==> src/mam_consts.vh <==
/*
  register offsets, field positions and reset values for the monitor
  alert-mask and readout block. assumes it is included by bare name.
*/
`ifndef MAM_CONSTS_VH
`define MAM_CONSTS_VH

// ----------------------------------------------------------------------
// register offsets
// ----------------------------------------------------------------------
`define MAM_ADDR_SECOND_CONFIG   8'h73
`define MAM_ADDR_MASK_VT         8'h74
`define MAM_ADDR_MASK_FD         8'h75
`define MAM_ADDR_VOLT_LOW        8'h76
`define MAM_ADDR_FAN_ONE_FAULT_MASK_MIN_HI     8'h55
`define MAM_ADDR_V25_HI          8'h20
`define MAM_ADDR_VCORE_HI        8'h21
`define MAM_ADDR_VMAIN_HI        8'h22
`define MAM_ADDR_V5_HI           8'h23
`define MAM_ADDR_DUTY1           8'h30
`define MAM_ADDR_DUTY2           8'h31
`define MAM_ADDR_DUTY3           8'h32

// ----------------------------------------------------------------------
// field positions
// ----------------------------------------------------------------------
`define MAM_CFG2_ONE_CHAN_BIT    6
`define MAM_CFG2_POWER_DOWN_BIT  7
`define MAM_MASK2_OVERTEMP_BIT   1
`define MAM_MASK1_GROUP_BIT      7
`define MAM_CHAN_SEL_MSB         7
`define MAM_CHAN_SEL_LSB         5

// ----------------------------------------------------------------------
// reset values and shutdown duty readback
// ----------------------------------------------------------------------
`define MAM_RST_SECOND_CONFIG    8'h00
`define MAM_RST_MASK             8'h00
`define MAM_RST_FAN_ONE_FAULT_MASK_MIN_HI      8'hFF
`define MAM_DUTY_OFF             8'h00

`endif

==> src/mam_monitor_regs.v <==
/*
  register bank slice: shutdown control, alert masking and extended
  resolution readout with read freeze. assumes a simple synchronous
  register port driven by the smbus host engine, one access per strobe.
*/
`timescale 1ns/1ps
`include "mam_consts.vh"

module mam_monitor_regs
(
  input  wire        ref_clk,
  input  wire        nrst,
  input  wire [7:0]  reg_addr,
  input  wire [7:0]  reg_wdata,
  input  wire        reg_wr,
  input  wire        reg_rd,
  output reg  [7:0]  reg_rdata_q,
  input  wire        config_lock,
  input  wire [7:0]  flags_vt,
  input  wire [7:0]  flags_fd,
  input  wire        status2_any,
  input  wire        overtemp_mask_in,
  input  wire        fourth_speed_input,
  input  wire        thermal_limit_pin,
  input  wire [39:0] volt_results,
  input  wire        results_valid,
  input  wire [23:0] duty_live,
  input  wire [2:0]  pwm_raw,
  input  wire        output_polarity_flip,
  output reg  [2:0]  pwm_out_q,
  output reg         power_down_ctl_q,
  output reg         one_channel_mode_bit_q,
  output reg  [2:0]  chan_sel_q,
  output reg         alert_n_q
);

  // --------------------------------------------------------------------
  // storage
  // --------------------------------------------------------------------
  reg  [7:0]  second_config_q;
  reg  [7:0]  mask_vt_q;
  reg  [7:0]  mask_fd_q;
  reg  [7:0]  fan_one_fault_mask_min_hi_q;
  reg  [39:0] volt_hold_q;
  reg  [3:0]  frozen_q;
  reg  [7:0]  rd_d;
  wire        alert_req;
  wire [7:0]  mask_fd_eff;
  wire [7:0]  low_bits;
  wire        frz_any = |frozen_q;
  integer     k;

  // --------------------------------------------------------------------
  // register writes
  // --------------------------------------------------------------------
  always @(posedge ref_clk or negedge nrst)
  begin
    if (!nrst)
    begin
      second_config_q <= `MAM_RST_SECOND_CONFIG;
      mask_vt_q       <= `MAM_RST_MASK;
      mask_fd_q       <= `MAM_RST_MASK;
      fan_one_fault_mask_min_hi_q   <= `MAM_RST_FAN_ONE_FAULT_MASK_MIN_HI;
    end
    else if (reg_wr)
    begin
      case (reg_addr)
        `MAM_ADDR_SECOND_CONFIG:
          if (!config_lock)
            second_config_q <= reg_wdata;
        `MAM_ADDR_MASK_VT:
          mask_vt_q <= reg_wdata;
        `MAM_ADDR_MASK_FD:
          mask_fd_q <= reg_wdata;
        `MAM_ADDR_FAN_ONE_FAULT_MASK_MIN_HI:
          fan_one_fault_mask_min_hi_q <= reg_wdata;
        default:
          ;
      endcase
    end
  end

  // overtemp mask bit is not software writable; it tracks its source
  assign mask_fd_eff = {mask_fd_q[7:2], overtemp_mask_in, mask_fd_q[0]};

  // --------------------------------------------------------------------
  // result capture with read freeze
  // --------------------------------------------------------------------
  always @(posedge ref_clk or negedge nrst)
  begin
    if (!nrst)
    begin
      volt_hold_q <= 40'h00_0000_0000;
      frozen_q    <= 4'h0;
    end
    else
    begin
      if (results_valid && !frz_any)
        volt_hold_q <= volt_results;
      if (reg_rd && reg_addr == `MAM_ADDR_VOLT_LOW)
        frozen_q <= 4'hF;
      else if (reg_rd)
      begin
        for (k = 0; k < 4; k = k + 1)
          if (reg_addr == `MAM_ADDR_V25_HI + k[7:0])
            frozen_q[k] <= 1'b0;
      end
    end
  end

  // each 10-bit reading: bits [9:2] high byte, [1:0] low bits
  genvar g;
  generate
    for (g = 0; g < 4; g = g + 1)
    begin : g_low
      assign low_bits[2*g+1:2*g] = volt_hold_q[10*g+1:10*g];
    end
  endgenerate

  // --------------------------------------------------------------------
  // read mux
  // --------------------------------------------------------------------
  always @*
  begin
    rd_d = 8'h00;
    case (reg_addr)
      `MAM_ADDR_SECOND_CONFIG: rd_d = second_config_q;
      `MAM_ADDR_MASK_VT:       rd_d = mask_vt_q;
      `MAM_ADDR_MASK_FD:       rd_d = mask_fd_eff;
      `MAM_ADDR_VOLT_LOW:      rd_d = low_bits;
      `MAM_ADDR_FAN_ONE_FAULT_MASK_MIN_HI:   rd_d = fan_one_fault_mask_min_hi_q;
      `MAM_ADDR_V25_HI:        rd_d = volt_hold_q[9:2];
      `MAM_ADDR_VCORE_HI:      rd_d = volt_hold_q[19:12];
      `MAM_ADDR_VMAIN_HI:      rd_d = volt_hold_q[29:22];
      `MAM_ADDR_V5_HI:         rd_d = volt_hold_q[39:32];
      `MAM_ADDR_DUTY1:
        rd_d = second_config_q[`MAM_CFG2_POWER_DOWN_BIT] ? `MAM_DUTY_OFF : duty_live[7:0];
      `MAM_ADDR_DUTY2:
        rd_d = second_config_q[`MAM_CFG2_POWER_DOWN_BIT] ? `MAM_DUTY_OFF : duty_live[15:8];
      `MAM_ADDR_DUTY3:
        rd_d = second_config_q[`MAM_CFG2_POWER_DOWN_BIT] ? `MAM_DUTY_OFF : duty_live[23:16];
      default:                 rd_d = 8'h00;
    endcase
  end

  // --------------------------------------------------------------------
  // alert gating
  // --------------------------------------------------------------------
  mam_alert_gate u_gate
  (
    .ref_clk     (ref_clk),
    .nrst        (nrst),
    .flags_vt    (flags_vt),
    .flags_fd    (flags_fd),
    .mask_vt     (mask_vt_q),
    .mask_fd     (mask_fd_eff),
    .status2_any (status2_any),
    .alert_q     (alert_req)
  );

  // --------------------------------------------------------------------
  // registered outputs
  // --------------------------------------------------------------------
  always @(posedge ref_clk or negedge nrst)
  begin
    if (!nrst)
    begin
      reg_rdata_q            <= 8'h00;
      pwm_out_q              <= 3'b000;
      power_down_ctl_q       <= 1'b0;
      one_channel_mode_bit_q <= 1'b0;
      chan_sel_q             <= 3'b000;
      alert_n_q              <= 1'b1;
    end
    else
    begin
      reg_rdata_q <= rd_d;
      if (second_config_q[`MAM_CFG2_POWER_DOWN_BIT])
        pwm_out_q <= {3{output_polarity_flip}};
      else
        pwm_out_q <= pwm_raw;
      power_down_ctl_q       <= second_config_q[`MAM_CFG2_POWER_DOWN_BIT];
      one_channel_mode_bit_q <= second_config_q[`MAM_CFG2_ONE_CHAN_BIT];
      chan_sel_q             <= fan_one_fault_mask_min_hi_q[`MAM_CHAN_SEL_MSB:`MAM_CHAN_SEL_LSB];
      alert_n_q              <= ~alert_req;
    end
  end

endmodule

==> src/mam_alert_gate.v <==
/*
  combines event flags with mask bits into one registered alert request.
  assumes flags and masks are synchronous to ref_clk.
*/
`timescale 1ns/1ps

module mam_alert_gate
(
  input  wire        ref_clk,
  input  wire        nrst,
  input  wire [7:0]  flags_vt,
  input  wire [7:0]  flags_fd,
  input  wire [7:0]  mask_vt,
  input  wire [7:0]  mask_fd,
  input  wire        status2_any,
  output reg         alert_q
);

  // --------------------------------------------------------------------
  // per-bit gating
  // --------------------------------------------------------------------
  wire [6:0] live_vt;
  wire [7:0] live_fd;
  genvar     i;

  generate
    for (i = 0; i < 8; i = i + 1)
    begin : g_fd
      assign live_fd[i] = flags_fd[i] & ~mask_fd[i];
      if (i < 7)
      begin : g_vt
        assign live_vt[i] = flags_vt[i] & ~mask_vt[i];
      end
    end
  endgenerate

  wire group_live = status2_any & ~mask_vt[7];

  always @(posedge ref_clk or negedge nrst)
  begin
    if (!nrst)
      alert_q <= 1'b0;
    else
      alert_q <= (|live_vt) | (|live_fd) | group_live;
  end

endmodule

==> config.mk <==
export PLATFORM = sky130hd
export DESIGN_NAME = mam_monitor_regs
export DESIGN_NICKNAME = d
export VERILOG_FILES = /design/src/mam_monitor_regs.v /design/src/mam_alert_gate.v
export VERILOG_INCLUDE_DIRS = /design/src
export SDC_FILE = /design/constraint.sdc
export NUM_CORES = 1
export LEC_CHECK = 0
export BUFFER_PORTS_ARGS = -buffer_cell sky130_fd_sc_hd__buf_2
export CAP_MARGIN = 25
export CELL_PAD_IN_SITES_DETAIL_PLACEMENT = 0
export CELL_PAD_IN_SITES_GLOBAL_PLACEMENT = 1
export CORE_MARGIN = 1
export CORE_UTILIZATION = 37
export CTS_CLUSTER_SIZE = 40
export DETAILED_ROUTE_END_ITERATION = 8
export PLACE_DENSITY_LB_ADDON = 0.1
export SLEW_MARGIN = 20
export SYNTH_ARGS = -nofsm -noshare
export SYNTH_HDL_FRONTEND = slang
export SYNTH_SLANG_ARGS = --single-unit
==> constraint.sdc <==
create_clock -name ref_clk -period 1.65 [get_ports ref_clk]
set_input_delay 0.2475 -clock ref_clk [delete_from_list [all_inputs] [get_ports ref_clk]]
set_output_delay 0.2475 -clock ref_clk [all_outputs]
set_load 0.02 [all_outputs]
==> results.tsv, run 1 <==
stage	metric	value	unit
status	status	complete, but fails checks	
status	failing checks	design-rule violations, negative setup slack	
worst_setup_path	Worst EP required	1.88	ns
routing	DRT Pass-1 Iters	8	
routing	Routed WL	11890	µm
placed_design	DP Wirelength	8640	µm
floorplan	Die X	111.5	µm
finish	register area	2338	µm²
placed_design	placer congestion estimate	0.8071	
synthesis	Synth Net Count	478	
routing	DR iter-0 viols	156	
clocking	Clock Latency Late Sink	0.34	ns
clocking	register clock-pin slew on the reported worst setup and hold paths	0.06	ns
timing	Slew @ Worst Pin	0.4819	ns
timing	RSZ-0062 raised after global routing	yes	
synthesis	#FFs+latches synth	93	
synthesis	Synthesis Warnings	0	
worst_setup_path	R2R Path Start	frozen_q[2]$_DFFE_PN0P_	
finish	final net count	628	
timing	Setup TNS	-0.0003986	ns
timing	period utilization	100.0	%
floorplan	Row Count	39	
hold_path	hold_sp	volt_results[35]	
clocking	CTS tree	yes	
floorplan	Die Y	111.5	µm
clocking	cts bufs inserted	9	
finish	P&R area growth vs syn	32.89	%
grt	grt ovf	0	
routing	DRC violations left	11	
timing	post-route setup slack	-0.0003986	ns
floorplan	boundary pin count	127	
synthesis	dominant cell type by area after synthesis	dfrtp_1	
timing	Final Hold Violating Endpoints	0	
floorplan	initial core utilization	38.39	%
clocking	CTS root buffer	clkbuf_16	
floorplan	core box area	11560	µm²
finish	Util after Layout	51.01	%
worst_setup_path	CP endpoint kind	register	
run	Max-cap violations	0	
grt	largest net degree at the start of global routing	35	
routing	Detail Route Antenna Nets	0	
placed_design	placed instance area	5446	µm²
timing	Slew Limit Fails	0	
worst_setup_path	CP arrival	1.88	ns
worst_setup_path	critical path startpoint	frozen_q[2]$_DFFE_PN0P_	
clocking	clk sinks	93	
synthesis	Synth cell types	38	
power	Static Leak	0.002958	µW
clocking	CTS max path bufs	2	
worst_setup_path	Crit Path Category	register to register	
grt	vias in the first global route	3565	
hold_path	WHS Path Cells	2	
power	Worst VDD drop	0.5242	mV
routing	via count	3390	
grt	GRT Overall Usage	19.70	%
timing	fmax	0.6059	GHz
floorplan	DIE AREA	12440	µm²
finish	multi-input logic area	2023	µm²
placed_design	Placed Instances	645	
routing	WL per Instance	17.85	µm
synthesis	Syn Inst Count	368	
synthesis	synth top area cells	dfrtp_1 47%, mux2_2 18%, mux2i_1 5.4%, dfstp_2 5.3%, and2_1 3.2%	
grt	global-route wire length before repair	18720	µm
timing	worst hold slack	0.1377	ns
finish	ratio of cells with drive above 1 in the final layout	49.52	%
synthesis	Mapped Area	4439	µm²
placed_design	I/O Buffers	123	
worst_setup_path	Worst R2R Setup Slack	-0.0004	ns
worst_setup_path	startpoint types	register	
synthesis	Syn Area/Cell	12.06	µm²
synthesis	post-synth top area share	47.35	%
timing	fin crit period	1.650	ns
timing	Max-slew headroom	67.88	%
routing	DR vias/cell	5.090	
clocking	H-tree Lvls	3	
hold_path	Hold Crit Class	primary input to register	
timing	setup violators final	1	
finish	antenna cells	0	
worst_setup_path	crit path max fanout	8	
worst_setup_path	r2r worst-path depth	5	
finish	FILL cells	1123	
finish	Design Area, Final	5899	µm²
power	power per standard cell area	921.4	nW/µm²
synthesis	Seq/Total Area, Yosys	52.68	%
grt	antenna violations before repair	0	
finish	post-layout instance count excluding filler cells	666	
timing	Final Skew	0.005923	ns
-- registers in the layout, indices dropped and copies added (netlist names) --
register,count
one_channel_mode_bit_q,1
pwm_out_q,3
chan_sel_q,3
mask_fd_q,7
fan_one_fault_mask_min_hi_q,8
power_down_ctl_q,1
second_config_q,8
volt_hold_q,40
reg_rdata_q,8
alert_n_q,1
u_gate.alert_q,1
frozen_q,4
mask_vt_q,8
-- cell type report --
| cell class | count | share of cell area [%] |
|---|---|---|
| Sequential cell | 93 | 39.64 |
| Multi-Input combinational cell | 233 | 34.29 |
| Timing Repair Buffer | 159 | 17.16 |
| Clock buffer | 14 | 4.305 |
| Tap cell | 143 | 3.033 |
| Inverter | 22 | 1.400 |
| Clock inverter | 2 | 0.1697 |
-- critical path, stage by stage, from the launching register on --
cell	delay, ns
dfrtp_1	0.39
nor4_2	0.26
buf_4	0.14
and2_4	0.23
clkbuf_16	0.19
mux2_2	0.33
-- final timing paths --
check	to
worst min register to register	alert_n_q$_DFF_PN1_
worst max register to register	volt_hold_q[11]$_DFFE_PN0P_
max in group asynchronous	fan_one_fault_mask_min_hi_q[1]$_DFFE_PN1P_
min in group asynchronous	pwm_out_q[1]$_DFF_PN0_
worst max-delay path	volt_hold_q[11]$_DFFE_PN0P_
worst min-delay path	volt_hold_q[35]$_DFFE_PN0P_
-- metrics by stage --
step	total power, µW	setup WS [ns]
2_1_floorplan	3071	0.07101
3_3_place_gp	3431	-0.03746
3_5_place_dp	3459	-0.07387
4_1_cts	5387	0.003255
5_1_grt	5687	-0.06954
6_report	5436	-0.0003986
-- cells in the mapped netlist --
| master | n |
|---|---|
| buf_1 | 2 |
| inv_2 | 1 |
| a21oi_1 | 4 |
| mux2_2 | 71 |
| nand2_2 | 1 |
| nor4_1 | 1 |
| nand3b_1 | 1 |
| and3_1 | 1 |
| nand2b_1 | 1 |
| nor4b_1 | 1 |
| inv_1 | 21 |
| buf_6 | 1 |
| a22oi_1 | 8 |
| and2_1 | 23 |
| a2bb2oi_1 | 1 |
| dfstp_2 | 9 |
| nand3_1 | 4 |
| nor2_1 | 24 |
| a32o_1 | 2 |
| nor4_4 | 3 |
| o21ai_0 | 25 |
| nand4_1 | 9 |
| a22o_1 | 7 |
| buf_2 | 8 |
| dfrtp_1 | 84 |
| o22ai_1 | 4 |
| nand4b_2 | 1 |
| a211o_1 | 1 |
| nor2b_1 | 2 |
| a221oi_1 | 4 |
| and3b_1 | 1 |
| mux2i_1 | 24 |
| clkbuf_1 | 9 |
| nand4b_1 | 1 |
| and4b_1 | 2 |
| nand2_1 | 2 |
| nor3b_1 | 1 |
| o2bb2ai_1 | 3 |
-- repair_timing --
item	CTS	global route
gates resized for setup	4	22
setup buffers	0	1
setup endpoints to repair	40	39
hold buffers	1	0
endpoints found under the hold margin	27	0
gates cloned	1	2
pin swaps	1	0
-- metal layers --
layer	part of all wire [%]	vias up	track usage, %
met3	3.9	10	3.375
met4	1.4	0	6.486
met1	46	1681	26.04
li1	-	1625	-
met2	49	74	32.88
met5	0	-	0
-- cell families (layout without fill, tap and decap cells) --
family | after synthesis | in the layout | synth area share, %
AO/OA/AOI/OAI | 59 | 59 | 8.794
buffers and inverters | 42 | 197 | 3.946
flip-flops | 93 | 93 | 52.68
multiplexers | 95 | 95 | 23.42
AND/OR/NAND/NOR | 79 | 79 | 11.16
-- layout by cell type (no fill, tap or decap), types with 5 or more instances in the layout --
| cell | n |
|---|---|
| mux2i_1 | 24 |
| buf_4 | 27 |
| clkbuf_16 | 11 |
| dfstp_2 | 9 |
| nor2_1 | 24 |
| nand4_1 | 9 |
| dfrtp_1 | 84 |
| inv_1 | 21 |
| and2_1 | 22 |
| a22oi_1 | 8 |
| buf_12 | 5 |
| mux2_2 | 49 |
| o21ai_0 | 25 |
| buf_2 | 122 |
| a22o_1 | 7 |
| mux2_4 | 22 |
-- where the power goes --
group | switching (µW) | leakage [µW] | internal, µW | total (µW)
registers | 123 | 0.00116 | 2510 | 2630
clock network | 823 | 0.000131 | 1060 | 1880
logic | 386 | 0.00167 | 531 | 918
Note: power is estimated with default switching activity, not from simulation.
==> run 2, diff against run 1 <==
- CORE_UTILIZATION: 37 -> 41
- PLACE_DENSITY: not set -> 0.9
- PLACE_DENSITY_LB_ADDON: 0.1 -> not set
- clock period: 1.65 -> 1.7 ns (I/O delays scaled with it)
==> results.tsv, run 2 (synthesis gave the netlist of run 1 again) <==
stage	metric	value	unit
clocking	Clock Latency Late Sink	0.36	ns
finish	largest register by flop count	volt_hold_q	
grt	GRT Overall Usage	19.84	%
floorplan	core box area	10420	µm²
routing	DRC violations left	0	
timing	Max-slew headroom	67.50	%
routing	via count	3386	
worst_setup_path	startpoint types	register	
grt	vias in the first global route	3562	
clocking	CTS tree	yes	
worst_setup_path	Worst EP required	1.95	ns
worst_setup_path	crit path max fanout	17	
floorplan	DIE AREA	11250	µm²
timing	period utilization	92.76	%
worst_setup_path	R2R Path Start	frozen_q[1]$_DFFE_PN0P_	
floorplan	initial core utilization	42.62	%
clocking	CTS root buffer	clkbuf_8	
worst_setup_path	CP arrival	1.83	ns
hold_path	Hold Crit Class	primary input to register	
finish	ratio of cells with drive above 1 in the final layout	48.92	%
status	status	finished clean	
routing	WL per Instance	16.69	µm
worst_setup_path	crit path to	volt_hold_q[6]$_DFFE_PN0P_	
worst_setup_path	cell at the slowest stage of the critical path	dfrtp_1	
placed_design	DP Wirelength	8157	µm
worst_setup_path	Crit Path Category	register to register	
worst_setup_path	Worst R2R Setup Slack	0.12	ns
timing	Final Hold Violating Endpoints	0	
timing	RSZ-0062 raised after global routing	no	
timing	setup violators final	0	
timing	Slew Limit Fails	0	
worst_setup_path	CP endpoint kind	register	
power	Worst VDD drop	0.3924	mV
run	Max-cap violations	0	
grt	antenna violations before repair	0	
finish	FILL cells	897	
floorplan	Die Y	106.1	µm
timing	Slew @ Worst Pin	0.4875	ns
routing	DRT Pass-1 Iters	4	
clocking	H-tree Lvls	3	
finish	final net count	616	
floorplan	boundary pin count	127	
grt	largest net degree at the start of global routing	38	
grt	grt ovf	0	
timing	worst hold slack	0.1152	ns
placed_design	placer congestion estimate	0.8781	
power	Static Leak	0.002743	µW
power	power per standard cell area	831.3	nW/µm²
finish	Largest register FFs	40	
routing	DR vias/cell	5.233	
routing	Routed WL	10800	µm
worst_setup_path	delay of the slowest critical-path stage	0.42	ns
finish	P&R area growth vs syn	25.59	%
power	Power Total	4635	µW
timing	fmax	0.6342	GHz
finish	Util after Layout	53.53	%
floorplan	Row Count	37	
worst_setup_path	critical path, cell by cell	nor4_2, and2_4, clkbuf_16, mux2_2	
routing	DR iter-0 viols	161	
clocking	register clock-pin slew on the reported worst setup and hold paths	0.10	ns
clocking	cts bufs inserted	9	
clocking	clk sinks	93	
finish	commonest non-fill, non-tap cell in the layout	buf_2	
timing	fin crit period	1.577	ns
timing	Final Skew	0.01465	ns
placed_design	I/O Buffers	123	
grt	global-route wire length before repair	17150	µm
routing	Detail Route Antenna Nets	0	
finish	most frequent cells in the layout	122 x buf_2, 84 x dfrtp_1, 71 x mux2_2	
worst_setup_path	end of the worst register-to-register path	volt_hold_q[6]$_DFFE_PN0P_	
worst_setup_path	r2r worst-path depth	4	
floorplan	Die X	106.1	µm
clocking	CTS max path bufs	2	
finish	antenna cells	0	
worst_setup_path	critical path startpoint	frozen_q[1]$_DFFE_PN0P_	
run 2: cell count changes in the layout (fill, tap and decap cells not counted), sizes merged:
cell,change
clkbuf,-5
clkinvlp,+1
buf,-11
inv,+2
clkinv,+1
run 2: report_power, final:
| part | total (µW) | switching, µW | internal (µW) | leakage, µW |
|---|---|---|---|---|
| Sequential | 2550 | 120 | 2430 | 0.00116 |
| Combinational | 751 | 334 | 418 | 0.00150 |
| Clock | 1330 | 785 | 545 | 0.0000872 |
run 2: layer usage:
metal	vias to the layer above	track usage (%)	routed length [µm]
met5	-	0	0
met2	105	35.01	5512
met3	18	3.740	523
met1	1669	23.49	4483
met4	0	8.730	282
li1	1594	-	-
run 2: how the worst min path moves through the flow:
stage	startpoint	end	slack [ns]	cells after the start
3_3_place_gp	nrst	volt_hold_q[18]$_DFFE_PN0P_	0.24	1
3_5_place_dp	nrst	volt_hold_q[18]$_DFFE_PN0P_	0.25	1
6_report	volt_results[15]	volt_hold_q[15]$_DFFE_PN0P_	0.12	2
4_1_cts	volt_results[15]	volt_hold_q[15]$_DFFE_PN0P_	0.10	2
2_1_floorplan	nrst	chan_sel_q[0]$_DFF_PN0_	-0.04	0
5_1_grt	volt_results[10]	volt_hold_q[10]$_DFFE_PN0P_	0.1	2
run 2: timing repair:
item | 4_1_cts | 5_1_grt
buffers inserted | 0 | 0
hold endpoints to repair | 31 | 0
resized for setup | 0 | 2
hold buffers | 1 | 0
setup endpoints to repair | 0 | 25
run 2: cell type report:
type,instances,area [µm²],area share (%)
clock buffer,10,127.6,2.289
clock inverter,6,47.55,0.8528
inverter,22,82.58,1.481
multi-input combinational,233,1941,34.81
sequential,93,2338,41.94
tap,136,170.2,3.052
timing repair buffer,147,868.3,15.57
run 2: critical path, delay by kind of cell, from the launching register on:
family | cells | cell delay (ns)
multiplexers | 1 | 0.34
buffers and inverters | 1 | 0.20
flip-flops | 1 | 0.42
AND/OR/NAND/NOR | 2 | 0.52
run 2: through the flow:
step	std cells	TNS [ns]	worst slack [ns]	instance area (µm²)
floorplan	368	0	0.1135	4439
global placement	629	0	0.002770	5358
detailed placement	629	-0.3033	-0.03744	5358
CTS	646	0	0.09369	5543
global route	647	0	0.03935	5575
finish	647	0	0.1231	5575
